==> src/dcc_pkg.sv <==
/*
 * Package for the dual comparator control block: register offsets,
 * field positions, reset values and synchroniser depth.
 * Assumes a 32-bit plain register port with byte addresses.
 */
package dcc_pkg;
    localparam logic [7:0] DCC_OFF_CTL0   = 8'h00;
    localparam logic [7:0] DCC_OFF_CTL1   = 8'h04;
    localparam logic [7:0] DCC_OFF_STATUS = 8'h08;
    localparam logic [7:0] DCC_OFF_PSEL   = 8'h0C;

    localparam int DCC_BIT_ON     = 0;
    localparam int DCC_BIT_IRQEN  = 1;
    localparam int DCC_BIT_MINUS  = 4;
    localparam int DCC_BIT_FLAG0  = 0;
    localparam int DCC_BIT_FLAG1  = 1;
    localparam int DCC_BIT_RES0   = 2;
    localparam int DCC_BIT_RES1   = 3;
    localparam int DCC_PSEL_W     = 3;

    localparam logic [31:0] DCC_CTL_RESET  = 32'h0000_0000;
    localparam logic [2:0]  DCC_PSEL_RESET = 3'h0;
    localparam int          DCC_SYNC_STAGES = 3;
endpackage

==> src/dcc_ctrl.sv <==
/*
 * Dual comparator control: control registers, synchronised comparator
 * results, change flags and the shared comparator interrupt request.
 * Assumes the analog cores produce asynchronous result levels and the
 * register master follows the plain one-cycle strobe protocol.
 */
// Operation
// RQ1: Control one bit 4 picks comparator one minus input, port B pin 7 or bandgap.
// RQ2: Control one bit 1 enables comparator one interrupt.
// RQ3: Bit 0 of each control register switches that comparator on.
// RQ4: Status bits 3 and 2 show synchronised results of comparators one and zero.
// RQ5: A disabled comparator reads its result bit as zero.
// RQ6: A toggle of a comparator result sets its change flag, bit 1 or bit 0.
// RQ7: A set flag requests an interrupt only when its enable bit is one.
// RQ8: Writing one to a flag clears it and drops its request.
// RQ9: Select register bits 2 to 0 give the port B pin for comparator zero plus input.
// RQ10: Both comparators share one interrupt request line.
// RQ11: Control zero bit 4 picks bandgap when 0 and mid-rail when 1.
// RQ12: A result is one when plus input exceeds minus input.
// RQ13: Change is seen between consecutive synced samples while on; writing 0 keeps flags.
// RQ14: An event in the clearing cycle keeps the flag set.
`timescale 1ns/1ns
module dcc_ctrl
    import dcc_pkg::*;
(
    // Clock and reset
    input  wire logic        i_mclk,
    input  wire logic        i_srst,
    // Register port
    input  wire logic [7:0]  i_addr,
    input  wire logic [31:0] i_wdata,
    input  wire logic        i_wr,
    input  wire logic        i_rd,
    output logic      [31:0] o_rdata,
    // Analog comparator results, asynchronous
    input  wire logic        i_compare_zero_result,
    input  wire logic        i_compare_one_result,
    // Analog controls
    output logic             o_unit_zero_on,
    output logic             o_unit_one_on,
    output logic             o_zero_minus_input_choice,
    output logic             o_one_minus_input_choice,
    output logic      [2:0]  o_plus_input_pin_index,
    // Shared interrupt
    output logic             o_irq
);

    logic [1:0] on_reg;
    logic [1:0] irqen_reg;
    logic [1:0] minus_reg;
    logic [2:0] psel_reg;
    logic [1:0] flag_reg;
    logic [1:0] res_reg;
    logic [1:0] raw;
    logic [1:0] synced;
    logic [1:0] res_next;
    logic [1:0] event_hit;
    logic       wr_ctl0;
    logic       wr_ctl1;
    logic       wr_stat;
    logic       wr_psel;

    assign raw = {i_compare_one_result, i_compare_zero_result};

    always_comb begin
        wr_ctl0 = 1'b0;
        wr_ctl1 = 1'b0;
        wr_stat = 1'b0;
        wr_psel = 1'b0;
        if (i_wr && i_addr == DCC_OFF_CTL0) begin
            wr_ctl0 = 1'b1;
        end else if (i_wr && i_addr == DCC_OFF_CTL1) begin
            wr_ctl1 = 1'b1;
        end else if (i_wr && i_addr == DCC_OFF_STATUS) begin
            wr_stat = 1'b1;
        end else if (i_wr && i_addr == DCC_OFF_PSEL) begin
            wr_psel = 1'b1;
        end
    end

    // RQ1 RQ2 RQ3 RQ11 control bits
    always_ff @(posedge i_mclk) begin
        if (i_srst) begin
            on_reg    <= DCC_CTL_RESET[1:0];
            irqen_reg <= DCC_CTL_RESET[1:0];
            minus_reg <= DCC_CTL_RESET[1:0];
        end else begin
            if (wr_ctl0) begin
                on_reg[0]    <= i_wdata[DCC_BIT_ON];
                irqen_reg[0] <= i_wdata[DCC_BIT_IRQEN];
                minus_reg[0] <= i_wdata[DCC_BIT_MINUS];
            end
            if (wr_ctl1) begin
                on_reg[1]    <= i_wdata[DCC_BIT_ON];
                irqen_reg[1] <= i_wdata[DCC_BIT_IRQEN];
                minus_reg[1] <= i_wdata[DCC_BIT_MINUS];
            end
        end
    end

    // RQ9 plus input pin index
    always_ff @(posedge i_mclk) begin
        if (i_srst) begin
            psel_reg <= DCC_PSEL_RESET;
        end else if (wr_psel) begin
            psel_reg <= i_wdata[DCC_PSEL_W-1:0];
        end
    end

    // Three-stage synchroniser per comparator; stage 0 feeds only stage 1
    genvar g;
    generate
        for (g = 0; g < 2; g++) begin : g_sync
            logic [DCC_SYNC_STAGES-1:0] sync_reg;
            always_ff @(posedge i_mclk) begin
                if (i_srst) begin
                    sync_reg <= '0;
                end else begin
                    sync_reg <= {sync_reg[DCC_SYNC_STAGES-2:0], raw[g]};
                end
            end
            // RQ4 RQ12 agreed sample
            assign synced[g] = (sync_reg[1] == sync_reg[2])
                             ? sync_reg[2] : res_reg[g];
            // RQ5 zero while off
            assign res_next[g] = on_reg[g] & synced[g];
            // RQ13 change while on
            assign event_hit[g] = on_reg[g] & (res_next[g] != res_reg[g]);
        end
    endgenerate

    always_ff @(posedge i_mclk) begin
        if (i_srst) begin
            res_reg <= 2'h0;
        end else begin
            res_reg <= res_next;
        end
    end

    // RQ6 RQ8 RQ14 flags, set beats clear
    always_ff @(posedge i_mclk) begin
        if (i_srst) begin
            flag_reg <= 2'h0;
        end else begin
            flag_reg <= event_hit |
                (flag_reg & ~({2{wr_stat}} &
                 i_wdata[DCC_BIT_FLAG1:DCC_BIT_FLAG0]));
        end
    end

    // RQ7 RQ10 shared request
    always_ff @(posedge i_mclk) begin
        if (i_srst) begin
            o_irq <= 1'b0;
        end else begin
            o_irq <= |(flag_reg & irqen_reg);
        end
    end

    always_ff @(posedge i_mclk) begin
        if (i_srst) begin
            o_rdata <= 32'h0000_0000;
        end else if (i_rd && i_addr == DCC_OFF_CTL0) begin
            o_rdata <= {27'h0, minus_reg[0], 2'h0, irqen_reg[0], on_reg[0]};
        end else if (i_rd && i_addr == DCC_OFF_CTL1) begin
            o_rdata <= {27'h0, minus_reg[1], 2'h0, irqen_reg[1], on_reg[1]};
        end else if (i_rd && i_addr == DCC_OFF_STATUS) begin
            o_rdata <= {28'h0, res_reg, flag_reg};
        end else if (i_rd && i_addr == DCC_OFF_PSEL) begin
            o_rdata <= {29'h0, psel_reg};
        end else begin
            o_rdata <= 32'h0000_0000;
        end
    end

    always_ff @(posedge i_mclk) begin
        if (i_srst) begin
            o_unit_zero_on            <= 1'b0;
            o_unit_one_on             <= 1'b0;
            o_zero_minus_input_choice <= 1'b0;
            o_one_minus_input_choice  <= 1'b0;
            o_plus_input_pin_index    <= 3'h0;
        end else begin
            o_unit_zero_on            <= on_reg[0];
            o_unit_one_on             <= on_reg[1];
            o_zero_minus_input_choice <= minus_reg[0];
            o_one_minus_input_choice  <= minus_reg[1];
            o_plus_input_pin_index    <= psel_reg;
        end
    end
endmodule

==> config.mk <==
export PLATFORM = sky130hd
export DESIGN_NAME = dcc_ctrl
export DESIGN_NICKNAME = d
export VERILOG_FILES = /design/src/dcc_pkg.sv /design/src/dcc_ctrl.sv
export SDC_FILE = /design/constraint.sdc
export NUM_CORES = 1
export LEC_CHECK = 0
export BUFFER_PORTS_ARGS = -buffer_cell sky130_fd_sc_hd__buf_2
export CAP_MARGIN = 40
export CORE_AREA = 2 2 60 62
export CTS_BUF_LIST = sky130_fd_sc_hd__clkbuf_8
export CTS_CLUSTER_SIZE = 25
export DETAILED_ROUTE_END_ITERATION = 10
export DIE_AREA = 0 0 62 64
export GPL_TIMING_DRIVEN = 0
export PLACE_DENSITY = 0.79
export SYNTH_ARGS = -nofsm -noshare
export SYNTH_HDL_FRONTEND = slang
export SYNTH_SLANG_ARGS = --single-unit
export TNS_END_PERCENT = 50
==> constraint.sdc <==
create_clock -name i_mclk -period 2.1 [get_ports i_mclk]
set_input_delay 0.21 -clock i_mclk [delete_from_list [all_inputs] [get_ports i_mclk]]
set_output_delay 0.21 -clock i_mclk [all_outputs]
set_load 0.02 [all_outputs]
==> summary.txt <==
Status
  – Status: finished clean

Cells and area
  – Antenna cells: 0
  – Share of layout cells above drive strength 1: 0.3564
  – Nets: 247
  – Area Growth Syn to Fin: 27.53%
  – Max reg flops: 6

Floorplan
  – DIE AREA: 3968 um2
  – Initial Utilization: 0.4290
  – Die H: 64 um
  – Die width: 62 um
  – Core area: 3284 um2
  – Std-Cell Rows: 21
  – Io pins: 86

Clock network
  – Clk slew on worst S/H paths: 60 ps
  – Post-CTS setup repair buffer count: 0
  – Post-CTS Resized: 0
  – CTS Hold Bufs: 0
  – Clock sink total: 32
  – CTS Root Buffer Type: clkbuf_8
  – Clock Tree Buf Depth: 2
  – H-tree levels: 2
  – CTS tree: built
  – Clk_lat worst skew: 280 ps
  – Number of buffers created by CTS: 5

Min path
  – Hold path depth: 2
  – Worst Hold Endpoint: g_sync[0].sync_reg[0]$_SDFF_PP0_
  – Worst hold path class: in2reg
  – Min-delay src: i_compare_zero_result

Yosys
  – Syn Inst Count: 140
  – Mapped Area: 1409 um2
  – Mux contribution to synthesized area: 0.1119
  – Largest family of logic cells by synthesized area: simple AND/OR/NAND/NOR gates
  – Synth Area in Compound Gates: 0.04263
  – Primary FF master, synth: dfxtp_1
  – XOR/XNOR Fraction of Synth Area: 0
  – Simple-gate share of the synthesized area: 0.2078
  – Seq cells post-synth: 32
  – Post-synth EDFFs: 0
  – Syn Area/Cell: 10.06 um2
  – Post-Synth Adder-Cell Area: 0
  – Fraction of the yosys area taken by sequential cells: 0.4547
  – Post-synth ARST share: 0
  – Unique cell type count in the Yosys netlist: 29
  – Ys Warns: 0

Setup path
  – Critical path required time: 2270 ps
  – Reg-to-reg critical path endpoint: o_rdata[0]$_SDFF_PP0_
  – Type of origin of the critical path: input pin
  – Crit Path Max Fanout: 6
  – Arr. time, crit path: 1740 ps
  – Critical setup path kind: in2reg
  – Worst reg2reg setup slack: 900 ps
  – Cells on worst reg2reg path: 3
  – Reg2reg start: on_reg[0]$_SDFFE_PP0P_
  – Crit end category: flop

Power and ir drop
  – Leak: 0.9443 nW
  – Worst vdd ir: 0.3444 mV
  – Power Dens Cells: 681.3 nW/um2

Route
  – Drt first pass iters: 4
  – Avg WL per Cell: 9.290 um
  – Routed Antenna Nets: 0
  – DR DRC count: 0
  – DR vias: 1032
  – Routed vias/inst: 4.161
  – Starting DRC count in detailed routing: 19
  – Final WL: 2304 um

STA
  – F_max: 0.6370 GHz
  – Max_slew headroom: 0.6469
  – Period Utilization, post-route: 0.7476
  – Endpoints failing hold: 0
  – Final Setup Violations: 0
  – Worst Clk Skew: 5.073 ps
  – Unrepaired setup endpoints after global routing: no
  – Sum Neg Setup Slack: 0 ps
  – Slew Limit Fails: 0
  – Setup ws final: 530.1 ps
  – Min Tclk post-route: 1570 ps
  – Worst-Margin Slew: 525.5 ps

Global route
  – Largest net degree at the start of global routing: 11
  – GRT met3 Usage: 0.06073
  – Met1 usage: 0.1459
  – First-pass GRT wire length: 3732 um
  – Vias in the first global route: 874
  – GRT overflow: 0
  – Gr busiest metal: met2
  – Total GRT Usage: 0.1302
  – Initial antenna violation count: 0
  – GR Util met2: 0.2057

Placement
  – Port bufs: 28
  – Place WS: 238.5 ps
  – GP Congestion: 0.7689
  – Post-DP HPWL: 1785 um

Job
  – MaxCap Viol Count: 0
[per-layer routing]
layer	wire [um]	vias to the layer above
met5	0	-
met1	990	448
li1	-	538
met2	1098	41
met4	39	0
met3	175	5
[through the flow]
| step | hold slack, ps | utilization | cell area (um2) | std cells | power (mW) |
|---|---|---|---|---|---|
| after detailed placement | 424.7 | 0.5189 | 1704 | 240 | 0.7594 |
| final | 137.7 | 0.5470 | 1797 | 248 | 1.224 |
| after floorplan | 324.5 | - | 1506 | 166 | 0.7369 |
| after global routing | 161.8 | 0.5470 | 1797 | 248 | 1.281 |
| after global placement | 418.1 | 0.5189 | 1704 | 240 | 0.7582 |
| after CTS | 136.0 | 0.5470 | 1797 | 248 | 1.232 |
[worst max-delay path: stages]
cell,delay (ps)
buf_2,90
or4_4,560
nor3_1,490
mux2_2,390
[power by group]
part	leakage (nW)	total [mW]	internal, mW	switching, mW
Sequential	0.259	0.615	0.612	0.00271
Clock	0.0510	0.477	0.261	0.216
Combinational	0.635	0.133	0.0600	0.0727
[cell type report]
| class | instances | area (um2) |
|---|---|---|
| clock buffer | 6 | 82.58 |
| clock inverter | 2 | 10.01 |
| multi-input combinational | 94 | 611.8 |
| tap | 46 | 57.56 |
| timing repair buffer | 28 | 140.1 |
| buffer | 33 | 227.7 |
| fill | 300 | 1488 |
| sequential | 32 | 640.6 |
| inverter | 7 | 26.28 |
[how the worst max path moves through the flow]
stage / from / endpoint / cells after the start
final: i_addr[1] / psel_reg[2]$_SDFFE_PP0P_ / 4
after global placement: i_addr[1] / psel_reg[2]$_SDFFE_PP0P_ / 4
after floorplan: i_addr[1] / psel_reg[2]$_SDFFE_PP0P_ / 3
after global routing: i_addr[1] / psel_reg[2]$_SDFFE_PP0P_ / 4
after detailed placement: i_addr[1] / psel_reg[2]$_SDFFE_PP0P_ / 4
after CTS: i_addr[1] / psel_reg[2]$_SDFFE_PP0P_ / 4
[cells in the mapped netlist, types with 2 or more instances]
| cell type | count | area share |
|---|---|---|
| dfxtp_1 | 32 | 0.45 |
| buf_4 | 27 | 0.14 |
| nand2b_1 | 13 | 0.058 |
| mux2i_1 | 9 | 0.064 |
| nor2b_1 | 8 | 0.036 |
| inv_1 | 7 | 0.019 |
| clkbuf_1 | 4 | 0.011 |
| nand2_1 | 4 | 0.011 |
| nor2_1 | 4 | 0.011 |
| a311oi_1 | 3 | 0.019 |
| and4b_1 | 3 | 0.021 |
| a21oi_1 | 2 | 0.0071 |
| and2_1 | 2 | 0.0089 |
| buf_2 | 2 | 0.0071 |
| mux2_2 | 2 | 0.016 |
| mux4_2 | 2 | 0.032 |
| nor3_1 | 2 | 0.0071 |
| nor4_1 | 2 | 0.0089 |
| o21ai_0 | 2 | 0.0071 |
[cells by family after synthesis]
logic type / count (synthesis)
and+or+nand+nor: 45
buffers and inverters: 40
DFF: 32
muxes: 13
AOI/OAI and AO/OA: 9
other: 1
[cells in the final DEF (no fill, tap or decap)]
cell type / synthesis / final
a21oi_1: 2 / 2
a22oi_1: 1 / 1
a311oi_1: 3 / 3
a31oi_1: 1 / 1
and2_1: 2 / 2
and3_1: 1 / 1
and4b_1: 3 / 3
and4bb_2: 1 / 1
buf_2: 2 / 30
buf_4: 27 / 27
clkbuf_1: 4 / 4
clkbuf_8: 0 / 6
clkinv_2: 0 / 2
conb_1: 1 / 27
dfxtp_1: 32 / 32
inv_1: 7 / 7
mux2_2: 2 / 2
mux2i_1: 9 / 9
mux4_2: 2 / 2
nand2_1: 4 / 4
nand2b_1: 13 / 13
nor2_1: 4 / 4
nor2b_1: 8 / 8
nor3_1: 2 / 2
nor4_1: 2 / 2
nor4bb_1: 1 / 1
o21ai_0: 2 / 2
or3b_2: 1 / 1
or4_1: 1 / 1
or4_4: 1 / 1
or4b_1: 1 / 1
(Power assumes the default switching activity.)
